## config.mk

```make
export PLATFORM = sky130hd
export DESIGN_NAME = acs_ctrl
export DESIGN_NICKNAME = d
export VERILOG_FILES = /design/src/core/acs_fifo.v /design/src/core/acs_ctrl.v
export VERILOG_INCLUDE_DIRS = /design/src /design/src/core
export SDC_FILE = /design/constraint.sdc
export NUM_CORES = 1
export LEC_CHECK = 0
export BUFFER_PORTS_ARGS = -buffer_cell sky130_fd_sc_hd__buf_2
export CAP_MARGIN = 20
export CELL_PAD_IN_SITES_DETAIL_PLACEMENT = 1
export CELL_PAD_IN_SITES_GLOBAL_PLACEMENT = 2
export CORE_MARGIN = 8
export CORE_UTILIZATION = 47
export CTS_CLUSTER_DIAMETER = 60
export DETAILED_ROUTE_END_ITERATION = 12
export GPL_ROUTABILITY_DRIVEN = 0
export PLACE_DENSITY_LB_ADDON = 0.1
export SYNTH_ARGS = -nofsm -noshare
export SYNTH_HDL_FRONTEND = slang
export SYNTH_SLANG_ARGS = --single-unit
```

## constraint.sdc

```tcl
create_clock -name i_mclk -period 14.2 [get_ports i_mclk]
set_input_delay 4.26 -clock i_mclk [delete_from_list [all_inputs] [get_ports i_mclk]]
set_output_delay 4.26 -clock i_mclk [all_outputs]
set_load 0.01 [all_outputs]
```

## src/core/acs_regs.vh

```
// Register map, field positions, reset values and timing counts of the converter controller.
// Assumes a 100 MHz i_mclk and a plain address/strobe register port with 4-bit addresses.
`ifndef ACS_REGS_VH
`define ACS_REGS_VH

// ****************************************************************
// Register offsets
// ****************************************************************
`define ACS_REG_CTRL    4'h0
`define ACS_REG_CHAN    4'h1
`define ACS_REG_CMD     4'h2
`define ACS_REG_STAT    4'h3
`define ACS_REG_DATA    4'h4
`define ACS_REG_PACER   4'h5
`define ACS_REG_DOUT    4'h6
`define ACS_REG_GAIN    4'h8

// ****************************************************************
// Field positions and codes
// ****************************************************************
`define ACS_CTRL_SRC_LSB  0
`define ACS_CTRL_SCAN_BIT 2
`define ACS_CMD_CONV_BIT  0
`define ACS_CMD_GO_BIT    1
`define ACS_CMD_HALT_BIT  2
`define ACS_SRC_SW        2'h0
`define ACS_SRC_INT       2'h1
`define ACS_SRC_EXT       2'h2
`define ACS_CTRL_RST      3'h0
`define ACS_CHAN_RST      6'h00
`define ACS_PACER_RST     16'h0019
`define ACS_GAIN_RST      4'h0

// ****************************************************************
// Timing
// ****************************************************************
`define ACS_CLK_MHZ       100
`define ACS_CONV_US       25
`define ACS_CONV_CYC      (`ACS_CONV_US * `ACS_CLK_MHZ)
`define ACS_TICK_US       1
`define ACS_TICK_CYC      (`ACS_TICK_US * `ACS_CLK_MHZ)
`define ACS_MUX_SETTLE    12'h004
// Last count of the 1 us tick divider, one below ACS_TICK_CYC
`define ACS_TICK_LAST     7'h63
// Last cycle of a conversion, one below ACS_CONV_CYC
`define ACS_CONV_LAST     12'h9C3

`endif

```

## src/core/acs_fifo.v

```verilog
// Synchronous FIFO for conversion results.
// Assumes one clock and an active high asynchronous reset.
`include "acs_regs.vh"

module acs_fifo #(
	parameter WIDTH = 15,
	parameter DEPTH = 8,
	parameter AW    = 3
) (
	input  wire             i_mclk,
	input  wire             i_rst,
	input  wire             i_in_valid,
	output wire             o_in_ready,
	input  wire [WIDTH-1:0] i_in_data,
	output wire             o_out_valid,
	input  wire             i_out_ready,
	output wire [WIDTH-1:0] o_out_data
);
	reg [WIDTH-1:0] mem [0:DEPTH-1];
	reg [AW-1:0]    wr_q;
	reg [AW-1:0]    rd_q;
	reg [AW:0]      cnt_q;
	wire            push;
	wire            pop;

	assign o_in_ready  = (cnt_q != DEPTH[AW:0]);
	assign o_out_valid = (cnt_q != {(AW+1){1'b0}});
	assign o_out_data  = mem[rd_q];
	assign push        = i_in_valid & o_in_ready;
	assign pop         = o_out_valid & i_out_ready;

	// Storage written without reset
	always @(posedge i_mclk) begin
		if (push)
			mem[wr_q] <= i_in_data;
	end

	// Pointers and fill count
	always @(posedge i_mclk or posedge i_rst) begin
		if (i_rst) begin
			wr_q  <= {AW{1'b0}};
			rd_q  <= {AW{1'b0}};
			cnt_q <= {(AW+1){1'b0}};
		end else begin
			if (push)
				wr_q <= wr_q + 1'b1;
			if (pop)
				rd_q <= rd_q + 1'b1;
			if (push & ~pop)
				cnt_q <= cnt_q + 1'b1;
			else if (pop & ~push)
				cnt_q <= cnt_q - 1'b1;
		end
	end
endmodule

```

## src/core/acs_ctrl.v

```verilog
// Converter controller: clock source, channel scan, gains, results.
// Assumes a converter front end with a start pulse and 12-bit parallel data, and an 8:1 multiplexer.
//
// Design decisions made here: the address-and-strobe port and the placing of the registers.
`include "acs_regs.vh"

module acs_ctrl (
	input  wire        i_mclk,
	input  wire        i_rst,
	input  wire [3:0]  i_addr,
	input  wire [15:0] i_wdata,
	input  wire        i_wr,
	input  wire        i_rd,
	output reg  [15:0] o_rdata,
	input  wire        i_xclk,
	input  wire [11:0] i_adc_code,
	output reg         o_adc_start,
	output reg  [2:0]  o_mux_sel,
	output reg  [3:0]  o_gain,
	output reg  [3:0]  o_dout,
	output reg         o_done
);
	// ****************************************************************
	// States and helpers
	// ****************************************************************
	localparam ST_IDLE = 2'h0;
	localparam ST_CONV = 2'h1;
	localparam ST_PUSH = 2'h2;

	// Next scan channel, wrapping 7 to 0 and stop back to start
	function [2:0] next_chan;
		input [2:0] cur;
		input [2:0] first;
		input [2:0] last;
		begin
			if (cur == last)
				next_chan = first;
			else
				next_chan = cur + 3'h1;
		end
	endfunction

	reg [2:0]  ctrl_q;
	reg [5:0]  chan_q;
	reg [15:0] pacer_q;
	reg [3:0]  gain_q [0:7];
	reg        run_q;
	reg [1:0]  st_q;
	reg [11:0] cyc_q;
	reg [6:0]  tick_q;
	reg [16:0] down_q;
	reg [2:0]  cur_q;
	reg [2:0]  conv_ch_q;
	reg        pend_q;
	reg        ovr_q;
	reg        x1_q;
	reg        x2_q;
	reg        x3_q;
	reg        pop_q;
	wire       fifo_ready;
	wire       fifo_valid;
	wire [14:0] fifo_data;
	wire [1:0] src;
	wire       scan;
	wire       x_fall;
	wire       tick;
	wire       trig;
	wire       wr_cmd;
	integer    gi;

	assign src    = ctrl_q[`ACS_CTRL_SRC_LSB +: 2];
	assign scan   = ctrl_q[`ACS_CTRL_SCAN_BIT];
	assign x_fall = x3_q & ~x2_q;
	assign tick   = (tick_q == 7'd0);
	assign wr_cmd = i_wr & (i_addr == `ACS_REG_CMD);

	// ****************************************************************
	// External clock synchroniser and falling edge
	// ****************************************************************
	always @(posedge i_mclk or posedge i_rst) begin
		if (i_rst) begin
			x1_q <= 1'b1;
			x2_q <= 1'b1;
			x3_q <= 1'b1;
		end else begin
			x1_q <= i_xclk;
			x2_q <= x1_q;
			x3_q <= x2_q;
		end
	end

	// Conversion request from the selected source
	assign trig = (src == `ACS_SRC_SW)  ? (wr_cmd & i_wdata[`ACS_CMD_CONV_BIT]) :
		      (src == `ACS_SRC_INT) ? (run_q & tick & (down_q == 17'd1)) :
		      (src == `ACS_SRC_EXT) ? (run_q & x_fall) : 1'b0;

	// ****************************************************************
	// Register writes
	// ****************************************************************
	always @(posedge i_mclk or posedge i_rst) begin
		if (i_rst) begin
			ctrl_q  <= `ACS_CTRL_RST;
			chan_q  <= `ACS_CHAN_RST;
			pacer_q <= `ACS_PACER_RST;
			o_dout  <= 4'h0;
			run_q   <= 1'b0;
			for (gi = 0; gi < 8; gi = gi + 1)
				gain_q[gi] <= `ACS_GAIN_RST;
		end else if (i_wr) begin
			case (i_addr)
			`ACS_REG_CTRL:  ctrl_q  <= i_wdata[2:0];
			`ACS_REG_CHAN:  chan_q  <= i_wdata[5:0];
			`ACS_REG_PACER: pacer_q <= i_wdata;
			`ACS_REG_DOUT:  o_dout  <= i_wdata[3:0];
			`ACS_REG_CMD: begin
				if (i_wdata[`ACS_CMD_GO_BIT])
					run_q <= 1'b1;
				if (i_wdata[`ACS_CMD_HALT_BIT])
					run_q <= 1'b0;
			end
			default: begin
				if (i_addr[3])
					gain_q[i_addr[2:0]] <= i_wdata[3:0];
			end
			endcase
		end
	end

	// ****************************************************************
	// Internal pacer: 1 MHz tick and down-counter
	// ****************************************************************
	always @(posedge i_mclk or posedge i_rst) begin
		if (i_rst) begin
			tick_q <= 7'd0;
			down_q <= 17'd0;
		end else if (!run_q || src != `ACS_SRC_INT) begin
			tick_q <= 7'd0;
			down_q <= {1'b0, pacer_q};
		end else begin
			tick_q <= tick ? `ACS_TICK_LAST : tick_q - 7'h01;
			if (tick)
				down_q <= (down_q <= 17'd1) ? {1'b0, pacer_q} : down_q - 17'd1;
		end
	end

	// ****************************************************************
	// Conversion sequencer and channel scan
	// ****************************************************************
	always @(posedge i_mclk or posedge i_rst) begin
		if (i_rst) begin
			st_q        <= ST_IDLE;
			cyc_q       <= 12'd0;
			cur_q       <= 3'h0;
			conv_ch_q   <= 3'h0;
			pend_q      <= 1'b0;
			ovr_q       <= 1'b0;
			o_done      <= 1'b0;
			o_adc_start <= 1'b0;
			o_mux_sel   <= 3'h0;
			o_gain      <= `ACS_GAIN_RST;
		end else begin
			o_adc_start <= 1'b0;
			if (i_wr && i_addr == `ACS_REG_CHAN)
				cur_q <= i_wdata[2:0];
			if (i_rd && i_addr == `ACS_REG_STAT)
				ovr_q <= 1'b0;
			if (trig && st_q != ST_IDLE)
				pend_q <= 1'b1;
			case (st_q)
			ST_IDLE: begin
				o_mux_sel <= scan ? cur_q : chan_q[2:0];
				// Scan keeps the start channel's gain for the whole range
				o_gain    <= gain_q[chan_q[2:0]];
				if (trig || pend_q) begin
					pend_q      <= 1'b0;
					o_adc_start <= 1'b1;
					o_done      <= 1'b0;
					conv_ch_q   <= scan ? cur_q : chan_q[2:0];
					cyc_q       <= 12'd0;
					st_q        <= ST_CONV;
				end
			end
			ST_CONV: begin
				cyc_q <= cyc_q + 12'd1;
				if (scan && cyc_q == `ACS_MUX_SETTLE) begin
					cur_q     <= next_chan(cur_q, chan_q[2:0], chan_q[5:3]);
					o_mux_sel <= next_chan(cur_q, chan_q[2:0], chan_q[5:3]);
				end
				if (cyc_q == `ACS_CONV_LAST)
					st_q <= ST_PUSH;
			end
			ST_PUSH: begin
				if (!fifo_ready)
					ovr_q <= 1'b1;
				o_done <= 1'b1;
				st_q   <= ST_IDLE;
			end
			default: st_q <= ST_IDLE;
			endcase
		end
	end

	// ****************************************************************
	// Result FIFO and register reads
	// ****************************************************************
	acs_fifo #(
		.WIDTH (15),
		.DEPTH (8),
		.AW    (3)
	) u_fifo (
		.i_mclk      (i_mclk),
		.i_rst       (i_rst),
		.i_in_valid  (st_q == ST_PUSH),
		.o_in_ready  (fifo_ready),
		.i_in_data   ({conv_ch_q, i_adc_code}),
		.o_out_valid (fifo_valid),
		.i_out_ready (pop_q),
		.o_out_data  (fifo_data)
	);

	// Pop one word after a data read has been answered
	always @(posedge i_mclk or posedge i_rst) begin
		if (i_rst)
			pop_q <= 1'b0;
		else
			pop_q <= i_rd & (i_addr == `ACS_REG_DATA) & fifo_valid;
	end

	// Read data stand one cycle after the strobe
	always @(posedge i_mclk or posedge i_rst) begin
		if (i_rst) begin
			o_rdata <= 16'h0000;
		end else if (i_rd) begin
			case (i_addr)
			`ACS_REG_CTRL:  o_rdata <= {13'h0000, ctrl_q};
			`ACS_REG_CHAN:  o_rdata <= {10'h000, chan_q};
			`ACS_REG_STAT:  o_rdata <= {10'h000, cur_q, ovr_q, fifo_valid, o_done};
			`ACS_REG_DATA:  o_rdata <= {fifo_valid, fifo_data};
			`ACS_REG_PACER: o_rdata <= pacer_q;
			`ACS_REG_DOUT:  o_rdata <= {12'h000, o_dout};
			default:        o_rdata <= i_addr[3] ? {12'h000, gain_q[i_addr[2:0]]} : 16'h0000;
			endcase
		end else begin
			o_rdata <= 16'h0000;
		end
	end
endmodule

```

# Yosys cells after proc, flatten, opt, wreduce, memory -nomap -nowiden
# Memories as Yosys holds them, arrays and structs flattened.
# Index checks and enable logic that the tools add are counted.
classes:
  magnitude_cmp: 4
  reduce_logical: 31
  n_addsub: 8
  n_bitwise: 18
  n_mux: 48
  n_eq_ne: 19
ops:
  columns: ["operator", "count"]
  rows:
  - ["$pmux W16 S6", 1]
  - ["$mux W17", 3]
  - ["$bwmux W32", 1]
  - ["$mux W4", 8]
  - ["$bmux W4 S3", 2]
  - ["$pmux W12 S2", 1]
  - ["$mux W3", 6]
  - ["$reduce_and A2 Y1", 9]
  - ["$eq A17 B1 Y1 const B", 1]
  - ["$le A17 B1 Y1 const B", 1]
  - ["$sub A17 B1 Y17 const B", 1]
  - ["$mux W1", 16]
  - ["$mux W16", 1]
  - ["$mux W7", 2]
  - ["$add A12 B1 Y12 const B", 1]
  - ["$and A1 B1 Y1", 12]
  - ["$demux W4 S3", 1]
  - ["$eq A12 B12 Y1 const B", 1]
  - ["$eq A12 B3 Y1 const B", 1]
  - ["$eq A4 B3 Y1 const B", 3]
  - ["$mux W12", 1]
  - ["$reduce_bool A2 Y1", 6]
  - ["$add A3 B1 Y3 const B", 3]
  - ["$eq A4 B2 Y1 const B", 2]
  - ["other kinds (27)", 44]
totals:
  ram_bits: 120
  ff_bits: 147
  wordCells: 162
  in_bits: 37
  out_inout_bits: 29
  mem_count: 1
memory_table:
  columns: ["name", "words", "width", "rd", "rd_ports_with_merged_regs", "wr", "line_no", "text"]
  rows:
  - ["u_fifo.mem", 8, 15, 1, 0, 1, "acs_fifo.v:19", "reg [WIDTH-1:0] mem [0:DEPTH-1];"]

# Longest topological paths before layout
logic_depth:
  depth_word: 10
  ltp_mapped: 11
  mapped_depth_nobuf: 11

# Cells and area by module
# A second synthesis with hierarchy kept.
unflattened:
  cells_unflattened: 864
  hier_area_um2: 12354.3
modules_own_cells:
  columns: ["mod", "n_inst", "cells_each", "area_per_inst_um2", "seq_area_each_um2"]
  rows:
  - ["acs_ctrl", 1, 628, 7096.8, 3435.8]
  - ["acs_fifo", 1, 236, 5257.5, 3853.7]

# Worst setup path after synthesis
# No wires, ideal clock.
synth_timing:
  path_type: "input -> register"
  from: "input port i_wdata[0]"
  to: "register conv_ch_q[0]"
  n_path_buf: 1
  setup_ns: 0.125
  path_stages: 6
  t_arrival_ns: 5.796
  t_required_ns: 14.075
  path_slack_ns: 8.279
  cell_sequence: "clkbuf_1 inv_1 o41ai_1 o21ai_1 nor2_4 mux2_2"
synth_via:
  elab_chain_cells: 4
synth_lines:
  columns: ["element", "line_no", "text"]
  rows:
  - ["start, declared", "acs_ctrl.v:11", "input wire [15:0] i_wdata,"]
  - ["$and A1 B1 Y1", "acs_ctrl.v:93", "assign trig = (src == `ACS_SRC_SW) ? (wr_cmd & i_wdata[`ACS_CMD_CONV_BIT]) :"]
  - ["$mux W1", "acs_ctrl.v:93", null]
  - ["$logic_or A1 B1 Y1", "acs_ctrl.v:174", "if (trig || pend_q) begin"]
  - ["$reduce_and A2 Y1 (no source line)", null, null]
  - ["end signal, assigned", "acs_ctrl.v:178", "conv_ch_q <= scan ? cur_q : chan_q[2:0];"]
  - ["end, declared", "acs_ctrl.v:53", "reg [2:0] conv_ch_q;"]
# No other way between the ends.
# A chain may end at the register's enable or synchronous reset.

# Worst setup path in the final report
layout_timing:
  from: "input port i_addr[1]"
  to: "register conv_ch_q[0]"
layout_via:
  elab_chain_cells: 6
layout_lines:
  columns: ["element", "line_no", "text"]
  rows:
  - ["start, declared", "acs_ctrl.v:10", "input wire [3:0] i_addr,"]
  - ["$eq A4 B2 Y1", null, null]
  - ["$and A1 B1 Y1", "acs_ctrl.v:75", "assign wr_cmd = i_wr & (i_addr == `ACS_REG_CMD);"]
  - ["$and A1 B1 Y1", "acs_ctrl.v:93", null]
  - ["$mux W1", "acs_ctrl.v:93", null]
  - ["$logic_or A1 B1 Y1", "acs_ctrl.v:174", null]
  - ["$reduce_and A2 Y1 (no source line)", null, null]
# No other way between the ends.

==> flow_summary.json <==
{
  "outcome": "completed",
  "synth_warnings": 0,
  "grt_pass1_wl_um": 49250,
  "synth_cell_types": 77,
  "final_layout_size_suffix_gt1_share_pct": 28.76,
  "boundaryPins": 66,
  "cts_tree": "done",
  "cts_resized": 0,
  "n_antenna_cell": 0,
  "slew_headroom_pct": 20.31,
  "postCtsHoldBufs": 0,
  "fp.coreArea_um2": 25760,
  "endpoint_kind": "flop",
  "vias": 7679,
  "setup-violations-final": 0,
  "grt_max_degree": 103,
  "cts.sinks": 267,
  "cts.path.max_buffers": 3,
  "critPathMaxFanout": 23,
  "crit_required_ns": 14.65,
  "die_h_um": 176.9,
  "post-route-period-util_pct": 42.91,
  "layout_common_cells": "dfrtp_1 (140), edfxtp_1 (120), mux2_2 (74)",
  "htreeDepth": 1,
  "synth_area_per_cell_um2": 13.76,
  "avgViaCountPerCell": 5.916,
  "area_growth_syn_to_layout_pct": 14.00,
  "ant_nets": 0,
  "dp.cells": 1240,
  "grt_util_met2_pct": 34.93,
  "path_class": "input pin to flop",
  "fmax_ghz": 0.1641,
  "dieArea_um2": 31290,
  "cap_violations": 0,
  "io_buffers": 65,
  "period_minus_slack_ns": 6.093,
  "dp_hpwl_um": 21150,
  "row_count": 59,
  "drt_iter0_markers": 695,
  "grt_pass1_vias": 8287,
  "final_common_cell": "dfrtp_1",
  "syn_inst": 884,
  "ys.flop_type": "dfrtp_1",
  "cts_made_buffers": 30,
  "synth_edf_count": 120,
  "wl_per_cell_um": 23.86,
  "r2r-end": "u_fifo.mem[5][4]",
  "finalSetupTns_ns": 0,
  "synth.net_count": 934,
  "final_hold_viol_count": 0,
  "grt_util_met1_pct": 26.59,
  "reg2reg_slack_ns": 11.10,
  "first_pass_iters": 5,
  "whs_path_depth": 0,
  "yosysSeqAreaShare_pct": 59.91,
  "routed_wl_um": 30970,
  "clk_pin_slew_worst_paths_ns": 0.06,
  "slew_viol_final": 0,
  "cp-startpoint": "i_addr[1]",
  "rsz0062_at_grt": "false",
  "busiest_layer": "met2",
  "critPathLaunchType": "input pin",
  "reg2reg_from": "st_q[0]",
  "ir_worst_vdd_mv": 0.1231,
  "start_util_pct": 47.22,
  "ys_ff_latch": 267,
  "cts_root_buffer": "clkbuf_16",
  "p_leak_nw": 5.357,
  "fin_cells": 1298,
  "track_usage_pct": 20.15,
  "die_x_um": 176.9,
  "min_path_type": "flop to flop",
  "power_density_nw_per_um2": 159.8,
  "fin_nets": 989,
  "async_flop_share_pct": 55.06,
  "post-cts-setup-buffers": 0,
  "synth_area_um2": 12170,
  "hold_path_startpoint": "x2_q",
  "worstSkewPairLatency_ns": 0.57,
  "min_to": "x3_q",
  "antenna_found_initial": 0,
  "finalClockSkew_ns": 0.02127,
  "worstRegToRegCells": 4,
  "overflow": 0,
  "met3_usage_pct": 2.518,
  "drc_errors": 0,
  "critPathArrivalTime_ns": 6.54,
  "worst_pin_slew_ns": 1.177
}
==> worst max path at each step <==
stage,end,slack [ns]
floorplan,chan_q[0],6.00
global placement,pacer_q[9],7.36
detailed placement,pacer_q[6],7.15
CTS,pacer_q[5],7.71
global route,conv_ch_q[0],7.96
finish,conv_ch_q[0],8.11
==> cells by family (layout without fill, tap and decap cells) <==
family	count (synthesis)	after routing	share of synthesized area [%]
flip-flops	267	267	59.91
AND/OR/NAND/NOR	235	235	9.934
multiplexers	150	150	17.52
AO/OA/AOI/OAI	137	137	7.651
buffers and inverters	63	142	2.211
XOR/XNOR	19	19	1.368
adder cells (fa/ha/maj)	13	13	1.399
==> registers in the layout, summed over array words and instances, names as in the netlist, 2 cells and up <==
| signal | cells |
|---|---|
| u_fifo.mem | 120 |
| gain_q | 32 |
| down_q | 17 |
| o_rdata | 16 |
| pacer_q | 16 |
| cyc_q | 12 |
| tick_q | 7 |
| chan_q | 6 |
| o_dout | 4 |
| o_gain | 4 |
| u_fifo.cnt_q | 4 |
| conv_ch_q | 3 |
| ctrl_q | 3 |
| cur_q | 3 |
| o_mux_sel | 3 |
| u_fifo.rd_q | 3 |
| u_fifo.wr_q | 3 |
| st_q | 2 |
==> per-stage QoR <==
step | power (mW) | util [%] | hold WS, ns | cell area, um2 | setup WS, ns
floorplan | 1.284 | - | 0.3452 | 12170 | 5.999
global placement | 1.397 | 49.53 | 0.3520 | 12760 | 7.356
detailed placement | 1.421 | 49.64 | 0.3545 | 12790 | 7.150
CTS | 2.236 | 53.73 | 0.3651 | 13840 | 7.710
global route | 2.311 | 53.83 | 0.3727 | 13870 | 7.961
finish | 2.216 | 53.83 | 0.3633 | 13870 | 8.107
==> cells in the mapped netlist, types with 3 or more instances <==
cell type,number,area [um2]
o31ai_1,9,67.56
clkbuf_1,37,138.9
nor4_1,8,50.05
mux4_2,43,968.4
a31oi_1,4,25.02
and2_1,11,68.82
ha_1,12,150.1
nand2_1,61,229.0
nand2b_1,10,62.56
a221oi_1,3,26.28
o21ai_0,35,175.2
xor2_1,3,26.28
dfstp_2,6,157.7
nor2b_1,7,43.79
buf_1,3,11.26
nor2_1,53,198.9
a21oi_1,22,110.1
o21a_1,5,37.54
mux2i_1,33,330.3
nor3b_1,4,30.03
a21o_1,8,60.06
a211o_1,3,26.28
or2_2,4,25.02
o22ai_1,5,31.28
mux2_2,74,833.3
o311ai_0,4,35.03
and3_1,6,37.54
a222oi_1,4,40.04
xnor2_1,16,140.1
buf_2,3,15.01
nand3_1,15,75.07
or4_1,5,37.54
nor3_1,20,100.1
a22oi_1,7,52.55
dfrtp_1,141,3528
edfxtp_1,120,3603
nand4_1,7,43.79
nand3b_1,8,60.06
inv_1,16,60.06
==> cell type report <==
cell class	instances	area [um2]
repair buffers	70	395.4
clock buffers	37	827.0
multi-input cells	554	4646
well taps	335	419.2
fillers	2509	11890
inverters	16	65.06
clock inverters	19	226.5
flip-flops and latches	267	7291
==> layer usage <==
metal	wire length, um	part of all wire, %
met4	594	1.9
met5	0	0
met1	13240	43
met3	1226	4.0
met2	15910	51
==> power breakdown <==
part / total [mW] / switching (mW) / internal [mW]
sequential: 1.03 / 0.121 / 0.910
clock: 0.809 / 0.322 / 0.488
combinational: 0.375 / 0.201 / 0.174
==> critical path, stage by stage <==
cell	delay [ns]
buf_2	0.38
nand3b_1	0.27
o41ai_1	0.72
o21ai_1	0.25
nor2_4	0.29
mux2_2	0.37
(Power assumes the default switching activity.)
